--- src/include/mail_pkg.sv ---
// Purpose: shared constants and types of the monitor alert interrupt logic
// Assumes: 8-bit register port, one 250 MHz clock
// Notes:   status and mask registers share an offset: reads hit status, writes hit mask
package mail_pkg;

  // ==========================================================================
  // register offsets
  localparam logic [7:0] OFS_INT_HW_LIMIT_A  = 8'h13;
  localparam logic [7:0] OFS_EXT_HW_LIMIT_A  = 8'h14;
  localparam logic [7:0] OFS_CHANNEL_MODE    = 8'h16;
  localparam logic [7:0] OFS_INT_HW_LIMIT_B  = 8'h17;
  localparam logic [7:0] OFS_EXT_HW_LIMIT_B  = 8'h18;
  localparam logic [7:0] OFS_INT_TEMP_HIGH   = 8'h39;
  localparam logic [7:0] OFS_INT_TEMP_LOW    = 8'h3a;
  localparam logic [7:0] OFS_MAIN_CONFIG     = 8'h40;
  localparam logic [7:0] OFS_ALERT_FIRST     = 8'h43;
  localparam logic [7:0] OFS_ALERT_SECOND    = 8'h44;
  localparam logic [7:0] OFS_SECOND_CONFIG   = 8'h4a;
  localparam logic [7:0] OFS_COPY_FIRST      = 8'h4c;
  localparam logic [7:0] OFS_COPY_SECOND     = 8'h4d;

  // ==========================================================================
  // field positions
  localparam int BIT_MODE_IRQ_OFF   = 7;  // channel mode: 1 disables request group
  localparam int BIT_CFG1_INT_EN    = 1;
  localparam int BIT_CFG1_INT_CLR   = 3;
  localparam int BIT_CFG1_REINIT    = 7;
  localparam int BIT_CFG2_OVERHEAT_LINE_N_MSK = 0;
  localparam int BIT_CFG2_LOCK_A    = 1;
  localparam int BIT_CFG2_LOCK_EXT  = 2;
  localparam int BIT_CFG2_IRQ_EN    = 4;  // bits 6:4 enable requests 2:0
  localparam int NUM_IRQ            = 3;
  // status layout, first: 5:0 voltage/fan, 6 temp high, 7 temp low
  localparam int BIT_ST1_TEMP_HIGH  = 6;
  localparam int BIT_ST1_TEMP_LOW   = 7;
  // status layout, second: 3:0 voltage/fan, 5:4 remote temp, 6 line input, 7 hw
  localparam int BIT_ST2_REMOTE     = 4;
  localparam int BIT_ST2_LINE_IN    = 6;
  localparam int BIT_ST2_HW_TEMP    = 7;
  localparam logic [7:0] THERMAL_ST1 = 8'hc0;
  localparam logic [7:0] THERMAL_ST2 = 8'hf0;

  // ==========================================================================
  // reset values
  localparam logic [7:0] RST_ZERO        = 8'h00;
  localparam logic [7:0] RST_MODE        = 8'h80;  // request group off
  localparam logic [7:0] RST_HW_LIMIT    = 8'h7f;
  localparam logic [7:0] RST_TEMP_HIGH   = 8'h7f;
  localparam logic [7:0] RST_TEMP_LOW    = 8'h80;

  // ==========================================================================
  // software pacing between status reads, kept for reference by the host side
  localparam int READ_SPACING_MS = 600;
  localparam int REFRESH_MIN_MS  = 300;

  // ==========================================================================
  // measurement results handed in at each conversion end
  typedef struct packed {
    logic [5:0] limit_err_first;
    logic [3:0] limit_err_second;
    logic [7:0] int_temp;         // signed two's complement
    logic [7:0] remote_diode_one;
    logic [7:0] remote_diode_two;
    logic [1:0] remote_err;
  } mail_meas_type;

  // all state of the block
  typedef struct packed {
    logic [7:0] hw_int_a;
    logic [7:0] hw_ext_a;
    logic [7:0] hw_int_b;
    logic [7:0] hw_ext_b;
    logic [7:0] mode;
    logic [7:0] temp_high;
    logic [7:0] temp_low;
    logic [7:0] cfg1;
    logic [7:0] cfg2;
    logic [7:0] mask1;
    logic [7:0] mask2;
    logic [7:0] st1;
    logic [7:0] st2;
    logic       lock_a;
    logic       lock_ext;
    logic [1:0] prev_out;       // temp above high / below low at last conversion
    logic [1:0] limit_new;      // limit rewritten since last conversion
    logic [1:0] temp_pend;      // temp crossing still allowed to interrupt
    logic       hw_err;
    logic [2:0] line_sync;
    logic       line_low;       // filtered level of the overheat line
    logic [7:0] rdata;
    logic       int_n;
  } mail_state_type;

endpackage

--- src/logic/mail_core.sv ---
// Purpose: alert interrupt logic of a hardware monitor
// Assumes: one clock, conversion end as one-cycle pulse, register port in the clock domain
// Notes:   the interrupt output is active low and registered
//
// Contract
// request group active when mode bit 7 is 0, each request needs its enable
// an enabled asserted request input asserts the interrupt output
// each conversion end updates voltage/fan limit checks, setting status when outside
// a set status bit with mask bit 0 asserts the interrupt
// reading voltage/fan status clears it; still outside next conversion sets it again
// status bits stay set after the quantity returns within limits
// internal temperature crossing high or low limit sets status and interrupts
// staying beyond the same limit re-sets status but raises no new interrupt
// temperature interrupts again on opposite crossing, reprogrammed limit, or other source
// internal temp checked against both internal hw limits; each diode against both external
// config 2 bit 1 locks first internal hw limit, bit 2 first external
// locks release only on re-initialise bit 7 of config 1 or power cycle
// hw limit error interrupts, survives status read, cleared by enables or clear bit
// external low on overheat line sets its status, interrupts, read clears it
// line still low after a read sets status again at next conversion end
// line low from our own overheat drive is not detected as input
// software waits 600 ms between status reads; an update needs 300 ms
// a clearing read releases the interrupt until the next status update
// copy registers return status content without clearing it
// masks map one-to-one, block only the interrupt, status still updates
// config 1 bit 1 enables output, bit 3 clears it and halts the loop
// thermal mask bit keeps thermal statuses updating but off the interrupt; here it also clears hw_err, so second status bit 7 is set for one cycle only
// requests have no status bits; they are masked only by their enables
// output low only when enabled, clear bit low and an unmasked source pends
`timescale 1ns/1ps
`default_nettype none

module mail_core (
  input  wire logic                   i_clk,
  input  wire logic                   i_arst_n,
  input  wire logic                   i_reg_wr,
  input  wire logic                   i_reg_rd,
  input  wire logic [7:0]             i_reg_addr,
  input  wire logic [7:0]             i_reg_wdata,
  output logic      [7:0]             o_reg_rdata,
  input  wire logic                   i_conv_done,
  input  wire mail_pkg::mail_meas_type i_meas,
  input  wire logic [2:0]             i_irq_req_n,
  input  wire logic                   i_overheat_line_n,
  input  wire logic                   i_overheat_drive,
  output logic                        o_loop_run,
  output logic                        o_int_n
);

  // ==========================================================================
  // state
  mail_pkg::mail_state_type state_reg;
  mail_pkg::mail_state_type state_next;

  logic        conv;
  logic        rd_st1;
  logic        rd_st2;
  logic [1:0]  temp_out;
  logic        hw_now;
  logic [2:0]  irq_act;
  logic [7:0]  gate1;
  logic [7:0]  gate2;
  logic        other_src;
  logic        temp_src;
  logic        line_edge;
  logic [1:0]  lim_wr;

  // ==========================================================================
  // comparisons on the current measurement
  always_comb begin
    // loop halts while the clear bit is high, so conversion ends are ignored
    conv = i_conv_done & ~state_reg.cfg1[mail_pkg::BIT_CFG1_INT_CLR];
    rd_st1 = i_reg_rd & (i_reg_addr == mail_pkg::OFS_ALERT_FIRST);
    rd_st2 = i_reg_rd & (i_reg_addr == mail_pkg::OFS_ALERT_SECOND);
    // a limit rewrite in the same cycle as a conversion end must not be lost
    lim_wr[0] = i_reg_wr & (i_reg_addr == mail_pkg::OFS_INT_TEMP_HIGH);
    lim_wr[1] = i_reg_wr & (i_reg_addr == mail_pkg::OFS_INT_TEMP_LOW);
    temp_out[0] = $signed(i_meas.int_temp) > $signed(state_reg.temp_high);
    temp_out[1] = $signed(i_meas.int_temp) < $signed(state_reg.temp_low);
    // every sensor against both of its hardware limits
    hw_now = ($signed(i_meas.int_temp) > $signed(state_reg.hw_int_a))
           | ($signed(i_meas.int_temp) > $signed(state_reg.hw_int_b))
           | ($signed(i_meas.remote_diode_one) > $signed(state_reg.hw_ext_a))
           | ($signed(i_meas.remote_diode_one) > $signed(state_reg.hw_ext_b))
           | ($signed(i_meas.remote_diode_two) > $signed(state_reg.hw_ext_a))
           | ($signed(i_meas.remote_diode_two) > $signed(state_reg.hw_ext_b));
  end

  // ==========================================================================
  // interrupt source gathering
  always_comb begin
    // requests have no status; only the group and per-input enables gate them
    for (int i = 0; i < mail_pkg::NUM_IRQ; i++) begin
      irq_act[i] = ~i_irq_req_n[i]
                 & ~state_reg.mode[mail_pkg::BIT_MODE_IRQ_OFF]
                 & state_reg.cfg2[mail_pkg::BIT_CFG2_IRQ_EN + i];
    end
    gate1 = state_reg.st1 & ~state_reg.mask1;
    gate2 = state_reg.st2 & ~state_reg.mask2;
    // temp bits of the first status only count while their crossing pends
    gate1[mail_pkg::BIT_ST1_TEMP_HIGH] = gate1[mail_pkg::BIT_ST1_TEMP_HIGH]
                                       & state_reg.temp_pend[0];
    gate1[mail_pkg::BIT_ST1_TEMP_LOW]  = gate1[mail_pkg::BIT_ST1_TEMP_LOW]
                                       & state_reg.temp_pend[1];
    // hardware error is taken from its own flag, not from status, so it bypasses the read clear
    gate2[mail_pkg::BIT_ST2_HW_TEMP] = state_reg.hw_err
                                     & ~state_reg.mask2[mail_pkg::BIT_ST2_HW_TEMP];
    if (state_reg.cfg2[mail_pkg::BIT_CFG2_OVERHEAT_LINE_N_MSK]) begin
      gate1 = gate1 & ~mail_pkg::THERMAL_ST1;
      gate2 = gate2 & ~mail_pkg::THERMAL_ST2;
    end
    other_src = (|irq_act) | (|(gate1 & ~mail_pkg::THERMAL_ST1))
              | (|(gate2 & ~mail_pkg::THERMAL_ST2 & 8'h3f)) | (|(gate2 & 8'hc0))
              | (|(gate2 & 8'h30));
    temp_src  = |(gate1 & mail_pkg::THERMAL_ST1);
    line_edge = (state_reg.line_sync[1] == state_reg.line_sync[2])
              & ~state_reg.line_sync[2] & ~state_reg.line_low;
  end

  // ==========================================================================
  // next state
  always_comb begin
    state_next = state_reg;
    state_next.rdata = 8'h00;

    // three-stage synchroniser on the overheat line, change taken when stages agree
    state_next.line_sync = {state_reg.line_sync[1:0], i_overheat_line_n};
    if (state_reg.line_sync[1] == state_reg.line_sync[2]) begin
      state_next.line_low = ~state_reg.line_sync[2];
    end

    // ------------------------------------------------------------------ reads
    if (i_reg_rd) begin
      unique case (i_reg_addr)
        mail_pkg::OFS_INT_HW_LIMIT_A: state_next.rdata = state_reg.hw_int_a;
        mail_pkg::OFS_EXT_HW_LIMIT_A: state_next.rdata = state_reg.hw_ext_a;
        mail_pkg::OFS_CHANNEL_MODE:   state_next.rdata = state_reg.mode;
        mail_pkg::OFS_INT_HW_LIMIT_B: state_next.rdata = state_reg.hw_int_b;
        mail_pkg::OFS_EXT_HW_LIMIT_B: state_next.rdata = state_reg.hw_ext_b;
        mail_pkg::OFS_INT_TEMP_HIGH:  state_next.rdata = state_reg.temp_high;
        mail_pkg::OFS_INT_TEMP_LOW:   state_next.rdata = state_reg.temp_low;
        mail_pkg::OFS_MAIN_CONFIG:    state_next.rdata = state_reg.cfg1;
        mail_pkg::OFS_SECOND_CONFIG:  state_next.rdata = state_reg.cfg2;
        mail_pkg::OFS_ALERT_FIRST:    state_next.rdata = state_reg.st1;
        mail_pkg::OFS_ALERT_SECOND:   state_next.rdata = state_reg.st2;
        mail_pkg::OFS_COPY_FIRST:     state_next.rdata = state_reg.st1;
        mail_pkg::OFS_COPY_SECOND:    state_next.rdata = state_reg.st2;
        default:                      state_next.rdata = 8'h00;
      endcase
    end

    // read clears first; any set below in the same cycle wins over the clear
    if (rd_st1) begin
      state_next.st1 = 8'h00;
      state_next.temp_pend = 2'b00;
    end
    if (rd_st2) begin
      state_next.st2 = 8'h00;
    end

    // ----------------------------------------------------------------- writes
    if (i_reg_wr) begin
      unique case (i_reg_addr)
        mail_pkg::OFS_INT_HW_LIMIT_A: begin
          if (!state_reg.lock_a) begin
            state_next.hw_int_a = i_reg_wdata;
          end
        end
        mail_pkg::OFS_EXT_HW_LIMIT_A: begin
          if (!state_reg.lock_ext) begin
            state_next.hw_ext_a = i_reg_wdata;
          end
        end
        mail_pkg::OFS_CHANNEL_MODE:   state_next.mode = i_reg_wdata;
        mail_pkg::OFS_INT_HW_LIMIT_B: state_next.hw_int_b = i_reg_wdata;
        mail_pkg::OFS_EXT_HW_LIMIT_B: state_next.hw_ext_b = i_reg_wdata;
        mail_pkg::OFS_INT_TEMP_HIGH: begin
          state_next.temp_high = i_reg_wdata;
          state_next.limit_new[0] = 1'b1;
        end
        mail_pkg::OFS_INT_TEMP_LOW: begin
          state_next.temp_low = i_reg_wdata;
          state_next.limit_new[1] = 1'b1;
        end
        mail_pkg::OFS_MAIN_CONFIG: begin
          // re-initialise is a strobe: not stored, it only drops the locks
          state_next.cfg1 = i_reg_wdata & 8'h7f;
          if (i_reg_wdata[mail_pkg::BIT_CFG1_REINIT]) begin
            state_next.lock_a   = 1'b0;
            state_next.lock_ext = 1'b0;
          end
        end
        mail_pkg::OFS_SECOND_CONFIG: begin
          state_next.cfg2 = i_reg_wdata;
          // locks only ever set here; clearing the bit does not unlock
          if (i_reg_wdata[mail_pkg::BIT_CFG2_LOCK_A]) begin
            state_next.lock_a = 1'b1;
          end
          if (i_reg_wdata[mail_pkg::BIT_CFG2_LOCK_EXT]) begin
            state_next.lock_ext = 1'b1;
          end
        end
        mail_pkg::OFS_ALERT_FIRST:  state_next.mask1 = i_reg_wdata;
        mail_pkg::OFS_ALERT_SECOND: state_next.mask2 = i_reg_wdata;
        default: ;
      endcase
    end

    // ------------------------------------------------------ conversion update
    if (conv) begin
      // sticky: only sets, never clears on return within limits
      state_next.st1[5:0] = state_next.st1[5:0] | i_meas.limit_err_first;
      state_next.st2[3:0] = state_next.st2[3:0] | i_meas.limit_err_second;
      state_next.st2[5:4] = state_next.st2[5:4] | i_meas.remote_err;
      if (temp_out[0]) begin
        state_next.st1[mail_pkg::BIT_ST1_TEMP_HIGH] = 1'b1;
        if (!state_reg.prev_out[0] || state_reg.limit_new[0]) begin
          state_next.temp_pend[0] = 1'b1;
        end
      end
      if (temp_out[1]) begin
        state_next.st1[mail_pkg::BIT_ST1_TEMP_LOW] = 1'b1;
        if (!state_reg.prev_out[1] || state_reg.limit_new[1]) begin
          state_next.temp_pend[1] = 1'b1;
        end
      end
      state_next.prev_out  = temp_out;
      state_next.limit_new = lim_wr;
      if (hw_now) begin
        state_next.hw_err = 1'b1;
      end
      // line held low through a read is caught again at conversion end
      if (state_reg.line_low && !i_overheat_drive) begin
        state_next.st2[mail_pkg::BIT_ST2_LINE_IN] = 1'b1;
      end
    end
    // a fresh low on the line sets its status at once
    if (line_edge && !i_overheat_drive) begin
      state_next.st2[mail_pkg::BIT_ST2_LINE_IN] = 1'b1;
    end
    state_next.st2[mail_pkg::BIT_ST2_HW_TEMP] = state_next.hw_err;

    // hardware error leaves only through the thermal mask bit, a cleared output enable or the clear bit
    if (state_reg.cfg2[mail_pkg::BIT_CFG2_OVERHEAT_LINE_N_MSK]
        || state_reg.cfg1[mail_pkg::BIT_CFG1_INT_CLR]
        || !state_reg.cfg1[mail_pkg::BIT_CFG1_INT_EN]) begin
      state_next.hw_err = 1'b0;
    end

    // ------------------------------------------------------------ output pin
    // other sources assert the output on their own; they do not re-open a parked temperature crossing
    state_next.int_n = ~(state_reg.cfg1[mail_pkg::BIT_CFG1_INT_EN]
                       & ~state_reg.cfg1[mail_pkg::BIT_CFG1_INT_CLR]
                       & (other_src | temp_src));
  end

  // ==========================================================================
  // state register; reset gives every field a constant
  always_ff @(posedge i_clk or negedge i_arst_n) begin
    if (!i_arst_n) begin
      state_reg           <= '0;
      state_reg.hw_int_a  <= mail_pkg::RST_HW_LIMIT;
      state_reg.hw_ext_a  <= mail_pkg::RST_HW_LIMIT;
      state_reg.hw_int_b  <= mail_pkg::RST_HW_LIMIT;
      state_reg.hw_ext_b  <= mail_pkg::RST_HW_LIMIT;
      state_reg.mode      <= mail_pkg::RST_MODE;
      state_reg.temp_high <= mail_pkg::RST_TEMP_HIGH;
      state_reg.temp_low  <= mail_pkg::RST_TEMP_LOW;
      state_reg.cfg1      <= mail_pkg::RST_ZERO;
      state_reg.cfg2      <= mail_pkg::RST_ZERO;
      state_reg.line_sync <= 3'h7;
      state_reg.int_n     <= 1'b1;
    end else begin
      state_reg <= state_next;
    end
  end

  // ==========================================================================
  // outputs
  assign o_reg_rdata = state_reg.rdata;
  assign o_int_n     = state_reg.int_n;
  assign o_loop_run  = ~state_reg.cfg1[mail_pkg::BIT_CFG1_INT_CLR];

endmodule

`default_nettype wire

--- config.mk ---
export PLATFORM = sky130hd
export DESIGN_NAME = mail_core
export DESIGN_NICKNAME = d
export VERILOG_FILES = /design/src/include/mail_pkg.sv /design/src/logic/mail_core.sv
export SDC_FILE = /design/constraint.sdc
export NUM_CORES = 1
export LEC_CHECK = 0
export BUFFER_PORTS_ARGS = -buffer_cell sky130_fd_sc_hd__clkbuf_2
export CAP_MARGIN = 20
export CORE_ASPECT_RATIO = 0.5
export CORE_MARGIN = 3
export CORE_UTILIZATION = 35
export DETAILED_ROUTE_END_ITERATION = 12
export MAX_ROUTING_LAYER = met4
export PLACE_DENSITY = 0.52
export SYNTH_ARGS = -nofsm -noshare
export SYNTH_HDL_FRONTEND = slang
export SYNTH_SLANG_ARGS = --single-unit
--- constraint.sdc ---
create_clock -name i_clk -period 2.8 [get_ports i_clk]
set_input_delay 0.28 -clock i_clk [delete_from_list [all_inputs] [get_ports i_clk]]
set_output_delay 0.28 -clock i_clk [all_outputs]
set_load 0.01 [all_outputs]
After elaboration in Yosys (flattened, before gate mapping)
Cells that the tools add are included.
- reduce and logical (&&, ||, !) cells: 37
- bitwise operators: 46
- muxes and demuxes: 27
- magnitude comparators: 8
- eq/ne operators: 17
- operator list (kind ; count):
    $pmux 8 s11 ; 1
    $gt 8x8->1 ; 7
    $eq 8x7->1 const B ; 6
    $eq 8x5->1 const B ; 5
    $mux 8 ; 5
    $reduce_and 2->1 ; 11
    $and 1x1->1 ; 18
    $eq 8x6->1 const B ; 2
    $mux 1 ; 14
    $mux 7 ; 2
    $not 1->1 ; 11
    $or 1x1->1 ; 10
    $reduce_or 2->1 ; 5
    $and 8x8->8 ; 1
    $lt 8x8->1 ; 1
    $not 8->8 ; 1
    $reduce_and 4->1 ; 2
    $reduce_bool 2->1 ; 4
    $and 7x7->7 ; 1
    $not 7->7 ; 1
    $mux 2 ; 3
    $ne 2x2->1 const B ; 3
    $or 6x6->6 ; 1
    $reduce_and 3->1 ; 2
    other kinds (11) ; 18
- register bits: 125
- input port bits: 62

Logic depth before layout (Yosys ltp)
Gate-level depths: netlist of run 1.
- depth in word-level cells: 12
- gate-level depth with buffers: 8
- depth with buffers taken out: 8

Least setup slack after synthesis of run 1
Ideal clock, no wire load.
- path type: reg2reg
- start: reg state_reg[113] in the netlist's numbering
- end: reg state_reg[13] in the netlist's numbering
- stages on the path, launching flop included: 9
- clock period less this slack: 2086 ps
- setup time: 125 ps
- data arrival time: 1961 ps
- required time: 2675 ps
- setup slack: 714 ps
- cell sequence: dfstp_2 inv_1 ha_1 a21oi_1 o21ai_0 a311oi_1 mux2i_1 nor4_1 a2111oi_0
- RTL lines (item ; RTL line ; text):
    start: declaration ; mail_core.sv:52 ; mail_pkg::mail_state_type state_reg;
    start signal: assignment ; mail_core.sv:274 ; state_reg <= state_next;

==> metrics, run 1 <==
number of failing setup endpoints in the final timing report=0; fraction of registers with async set/reset=1.000; number of warnings issued by yosys=0; PostCTS Resize Cnt=0; unrepaired setup endpoints after global routing=false; number of remaining DRC errors=0; synthesized netlist cell count=approximately 690; WS Path Type=register to register; drt wl/cell=about 21 um; fin crit period=roughly 2400 ps; critical path data arrival time=2700 ps; Final Max Slew Viols=0; outcome=completed; antenna-violating nets left=0; insertion delay of the later-clocked pin in the worst-skew pair=~420 ps; number of global-route vias before repair=5,639; number of setup buffers added after CTS=0; area overhead of the layout relative to synthesis=17.01%; fillcell total=around 2,000; Reg area=between 0.003 and 0.004 sq mm; wire length of the first global-routing pass=34.35 mm; crit share post-route=0.8731; capture point of the critical path=state_reg[13]; vias per cell=between 5 and 6; CTS buffer count=17; number of placement rows=37; number of failing hold endpoints at the final stage=0; worst IR drop on VDD=roughly 0.00042 V; origin of the critical flop-to-flop path=state_reg[103]; area of the multi-input gates=0.003800 sq mm; area of placed instances=between 0.008 and 0.009 sq mm; Inserted Diodes=0; area of the die=between 0.02 and 0.025 sq mm; depth of the worst register-to-register path=8; final setup skew=roughly 14 ps; Total Nets Final=a little under 900; average footprint of a synthesized cell=10.79 sq um; Achievable Freq=around 0.41 GHz; Worst setup EP type=register; number of buffers added on ports=71; number of buffers on the longest clock path=2; initial antenna violation count=0; Clock Pin Slew Worst Setup and Hold Paths=approximately 60 ps; filler-free cell count of the finished design=roughly 1,100; Final Routed Wirelength=~23 mm; total power divided by cell area=around 550 mW/mm^2; Min-Delay Startpoint=i_overheat_drive; Die Y-Extent=109.3 um; die width=between 200 and 250 um; root buffer selected by CTS=sky130_fd_sc_hd__clkbuf_16; Floorplan Core Area=a little over 0.02 sq mm; Synthesized Nets=between 800 and 900; transition time of the tightest slew-check pin=800.6 ps; num ports=just over 70; summed negative setup slack over all endpoints=0 ps; remaining global-route overflow=0; total number of vias=between 5,000 and 6,000; element type at the critical path start=register; count of unique library cells instantiated by Yosys=63; largest net degree at the start of global routing=between 50 and 60; placed wire-length estimate after detailed placement=about 17 mm; R2R Setup Slk=~360 ps; number of cells after detailed placement=between 1,000 and 1,500; TritonCTS sink count=about 130; number of flip-flops under the largest register name=114; dominant register cell in the synthesized netlist=sky130_fd_sc_hd__dfrtp_1; leakage=just over 4 nW; routability congestion estimate from global placement=around 1; Crit path required time=a little over 3000 ps; Final Hold Slack=roughly 57 ps; Final Instance Area=0.008737 sq mm; TritonCTS clock tree=yes; GRT Resource Usage Total=0.2047; Max H-tree Level=4; initial standard-cell utilization of the core=0.3600; total of max-cap violations=0; Cell Area, Synth=between 0.007 and 0.008 sq mm; number of iterations in the first detailed-routing pass=6; reg-to-reg critical path endpoint=state_reg[13]; total power draw=0.004819 W; largest fanout on the critical path=3; start point of the critical path=state_reg[103]; number of flops mapped to enable cells by yosys=0; total of flip-flops plus latches after synthesis=roughly 130; 1st-iter DRT viols=~540; max_slew headroom=0.4652; worst hold-check path type=input port to register; Seq/Total Area, Yosys=0.4258; layout cells sized above 1=0.3325
synth_stat cells (all sizes together), types with 3 or more instances:
cell type | number | area (sq um)
nor3 | 5 | 36.29
and2 | 3 | 18.77
nand2 | 48 | 185.2
buf | 19 | 141.4
nor2 | 17 | 90.09
nand3b | 3 | 35.03
a22o | 17 | 148.9
a222oi | 6 | 60.06
inv | 77 | 289.0
o21a | 3 | 22.52
o221a | 3 | 33.78
nand4 | 15 | 93.84
clkbuf | 14 | 57.55
dfrtp | 84 | 2102
nor2b | 9 | 56.30
a21o | 11 | 82.58
a21oi | 28 | 140.1
nor4b | 6 | 82.58
a22oi | 13 | 97.59
mux2 | 80 | 900.9
o21ai | 41 | 205.2
nor3b | 5 | 42.54
a32oi | 3 | 33.79
nor4 | 3 | 18.77
mux2i | 11 | 110.1
dfstp | 41 | 1077
nand3 | 8 | 65.06
nand2b | 9 | 56.30
o22ai | 8 | 56.30
a31oi | 8 | 50.05
and3 | 4 | 26.28
a221oi | 7 | 61.31
ha | 64 | 800.8
routing by layer:
| layer | GRT usage | vias up | wire length (um) | part of all wire |
|---|---|---|---|---|
| met1 | 0.2937 | 2940 | 11190 | 0.50 |
| met3 | 0.03593 | 16 | 1079 | 0.048 |
| met4 | 0.03936 | 0 | 215 | 0.0095 |
| met2 | 0.3057 | 155 | 10050 | 0.45 |
| met5 | - | - | 0 | 0 |
| li1 | - | 2668 | - | - |
cell usage in the layout (no fill, tap or decap), drive strengths merged, types with 4 or more instances in the layout:
master,instances
nor4b,6
nand4,15
clkbuf,87
o21ai,41
nand2,48
a222oi,6
dfstp,41
nor3b,5
nand2b,9
clkinv,4
nand3,8
mux2i,11
a221oi,7
dfrtp,84
inv,81
ha,64
o22ai,8
a31oi,8
a22oi,13
and3,4
clkinvlp,4
a22o,17
nor2b,9
nor3,5
buf,16
a21oi,28
a21o,11
nor2,17
mux2,80
worst max-delay path, cell delays in order, from the launching register on:
cell and delay [ps]:
sky130_fd_sc_hd__dfstp_2 540, sky130_fd_sc_hd__inv_1 50, sky130_fd_sc_hd__ha_1 280, sky130_fd_sc_hd__nand2b_1 60, sky130_fd_sc_hd__a2111oi_0 450, sky130_fd_sc_hd__a311oi_1 130
sky130_fd_sc_hd__mux2i_1 170, sky130_fd_sc_hd__nor4_1 450, sky130_fd_sc_hd__a2111oi_0 170
per-stage QoR:
stage	worst slack, ps	utilization
after floorplan	713.8	-
after global placement	418.5	0.3908
after detailed placement	365.2	0.3908
after CTS	342.4	0.4213
after global routing	140.4	0.4213
final	355.4	0.4213
worst min-delay path by stage:
stage	cells past startpoint	end
6_report	2	state_reg[28]
4_1_cts	2	state_reg[28]
3_5_place_dp	0	state_next[12]
2_1_floorplan	0	o_reg_rdata[0]
5_1_grt	2	state_reg[28]
3_3_place_gp	0	state_next[12]
power breakdown:
group / leakage [nW] / switching, W / internal (W)
Sequential: 1.47 / 0.0000594 / 0.00191
Clock: 0.287 / 0.000869 / 0.00141
Combinational: 2.31 / 0.000341 / 0.000227
Total: 4.07 / 0.00127 / 0.00355
kinds of logic after synthesis:
group	Yosys count	synth area share
flops	125	0.4258
mux	91	0.1354
compound gates	163	0.1506
simple gates	138	0.1144
fa+ha+maj	64	0.1072
xor+xnor	1	0.001173
buf+inv	110	0.06535
timing repair:
item | CTS | global route
endpoints found under the hold margin | 31 | 0
hold buffers | 2 | 0
setup endpoints to repair | 0 | 0
cell type report:
class / instances / area share
clock buffers: 17 / 0.04869
repair buffers: 88 / 0.05900
multi-input cells: 457 / 0.4349
inverters: 77 / 0.03308
well taps: 273 / 0.03909
clock inverters: 15 / 0.02134
flip-flops and latches: 125 / 0.3639
Power figures use the tool's default switching activity.
==> inputs of run 2 (changes only) <==
HOLD_SLACK_MARGIN = 0.15   (was unset)
==> run 2 against run 1 <==
Effect of this change:
- routed wire length increased by 0.93%
- worst setup slack got worse by 18 ps
- combinational power grew 3%
- critical endpoint unchanged
- largest power group unchanged
==> metrics, run 2 (synthesis gave the netlist of run 1 again) <==
area of placed instances=0.008105 sq mm (unchanged); fillcell total=1,989 (-0.55%); wire length of the first global-routing pass=34.52 mm (+0.50%); Final Max Slew Viols=0 (unchanged); Worst path most repeated cell=sky130_fd_sc_hd__a2111oi_0; highest-count cells in the layout ignoring fill and taps=84 x sky130_fd_sc_hd__dfrtp_1, 80 x sky130_fd_sc_hd__mux2_2, 77 x sky130_fd_sc_hd__inv_1; unrepaired setup endpoints after global routing=false; number of placement rows=37 (unchanged); max_slew headroom=0.4638 (-0.001364); WS Path Type=register to register; kind of cell adding the most delay to the critical path=compound AO/OA/AOI/OAI gates; leakage=4.121 nW (+1.3%); number of global-route vias before repair=5,681 (+0.74%); Floorplan Core Area=0.02074 sq mm (unchanged); number of failing hold endpoints at the final stage=0 (unchanged); CTS buffer count=17 (unchanged); insertion delay of the later-clocked pin in the worst-skew pair=420 ps (about the same); number of buffers added on ports=71 (unchanged); transition time of the tightest slew-check pin=802.6 ps (+2.041 ps); vias per cell=5.471 (-0.40%); initial antenna violation count=0 (unchanged); 1st-iter DRT viols=544 (+1.3%); summed negative setup slack over all endpoints=0 ps (unchanged); Die Y-Extent=109.3 um (unchanged); crit-path max cell delay=540 ps (about the same); Achievable Freq=0.4061 GHz (-0.72%); initial standard-cell utilization of the core=0.3600 (unchanged); area of the die=0.02323 sq mm (unchanged); Crit path required time=3050 ps (about the same); final setup skew=14.27 ps (+0.3900 ps); commonest non-fill, non-tap cell in the layout=sky130_fd_sc_hd__dfrtp_1; num ports=72 (unchanged); worst IR drop on VDD=0.0004193 V (-0.16%); number of remaining DRC errors=0 (unchanged); element type at the critical path start=register; number of flip-flops under the largest register name=114 (unchanged); Max H-tree Level=4 (unchanged); total number of vias=5,827 (+0.83%); Critical Path, Cell by Cell=inv_1 -> ha_1 -> nand2b_1 -> a2111oi_0 -> a311oi_1 -> mux2i_1 -> nor4_1 -> a2111oi_0; number of iterations in the first detailed-routing pass=5 (-1); Total Nets Final=905 (+1.5%); number of setup buffers added after CTS=0 (unchanged); total of max-cap violations=0 (unchanged); antenna-violating nets left=0 (unchanged); layout cells sized above 1=0.3270 (-0.005457); Worst setup EP type=register; largest net degree at the start of global routing=52 (unchanged); Slowest-stage cell, CP=sky130_fd_sc_hd__dfstp_2; Clock Pin Slew Worst Setup and Hold Paths=60 ps (about the same); largest fanout on the critical path=3 (unchanged); Final Routed Wirelength=22.74 mm (+0.93%); drt wl/cell=21.35 um (-0.30%); WP buf/inv=1 (unchanged); number of failing setup endpoints in the final timing report=0 (unchanged); total power divided by cell area=545.5 mW/mm^2 (-1.1%); fin crit period=2462 ps (+17.78 ps); Inserted Diodes=0 (unchanged); worst hold-check path type=input port to register; TritonCTS clock tree=yes; die width=212.6 um (unchanged); number of buffers on the longest clock path=2 (unchanged); root buffer selected by CTS=sky130_fd_sc_hd__clkbuf_16; Final Hold Slack=303.7 ps (+246.3 ps); outcome=completed; area overhead of the layout relative to synthesis=18.75%; routability congestion estimate from global placement=0.9729 (unchanged); Final Instance Area=0.008867 sq mm (+1.5%); remaining global-route overflow=0 (unchanged); placed wire-length estimate after detailed placement=17.16 mm (unchanged); critical path data arrival time=2720 ps (+20 ps); TritonCTS sink count=125 (unchanged); GRT Resource Usage Total=0.2057 (+0.001031); crit share post-route=0.8794 (+0.006348)
-- run 2: changes by cell type in the layout (fill, tap and decap cells not counted) --
cell                            delta
sky130_fd_sc_hd__dlygate4sd3_1    +13
-- run 2: worst paths after layout --
path	startpoint	endpoint	slack [ps]	cells after the start
min in group asynchronous	i_arst_n	state_reg[101]	480	2
hold / removal	i_reg_wdata[7]	state_reg[77]	300	3
setup / recovery	state_reg[103]	state_reg[13]	340	8
setup reg to reg	state_reg[103]	state_reg[13]	340	8
hold reg to reg	state_next[11]	state_next[12]	360	0
max in group asynchronous	i_arst_n	o_int_n	1580	3
-- run 2: cell type report --
class,instances,area (sq um),area share
clock inverters,15,186.4,0.02102
well taps,273,341.6,0.03852
flip-flops and latches,125,3179,0.3585
clock buffers,17,425.4,0.04798
repair buffers,101,645.6,0.07281
inverters,77,289.0,0.03259
multi-input cells,457,3800,0.4285
-- run 2: worst register-to-register path, stage by stage (launching register included) --
cell and delay [ps]:
sky130_fd_sc_hd__dfstp_2 540, sky130_fd_sc_hd__inv_1 50, sky130_fd_sc_hd__ha_1 280, sky130_fd_sc_hd__nand2b_1 60, sky130_fd_sc_hd__a2111oi_0 450, sky130_fd_sc_hd__a311oi_1 130, sky130_fd_sc_hd__mux2i_1 170, sky130_fd_sc_hd__nor4_1 460
sky130_fd_sc_hd__a2111oi_0 170
-- run 2: where the power goes --
group / internal, W / leakage [nW] / switching [W]
Sequential: 0.00191 / 1.47 / 0.0000592
Combinational: 0.000239 / 2.37 / 0.000345
Clock: 0.00141 / 0.287 / 0.000873
Total: 0.00356 / 4.12 / 0.00128
-- run 2: stage by stage --
step,instances,util,worst slack [ps],total power [W]
2_1_floorplan,692,-,713.8,0.002310
3_3_place_gp,1018,0.3908,418.5,0.002549
3_5_place_dp,1018,0.3908,365.2,0.002562
4_1_cts,1065,0.4275,342.4,0.004875
5_1_grt,1065,0.4275,140.4,0.005039
6_report,1065,0.4275,337.6,0.004838
-- run 2: metal layers --
metal	track usage	vias to the layer above	share of wire
met5	-	-	0
li1	-	2698	-
met1	0.2940	2949	0.49
met2	0.3089	163	0.45
met4	0.03936	0	0.0092
met3	0.03593	17	0.053
-- run 2: what timing repair did --
action                                  4_1_cts  5_1_grt
endpoints found under the setup margin        0        0
endpoints found under the hold margin        44        0
gates resized for setup                       0        0
hold buffers                                 15        0
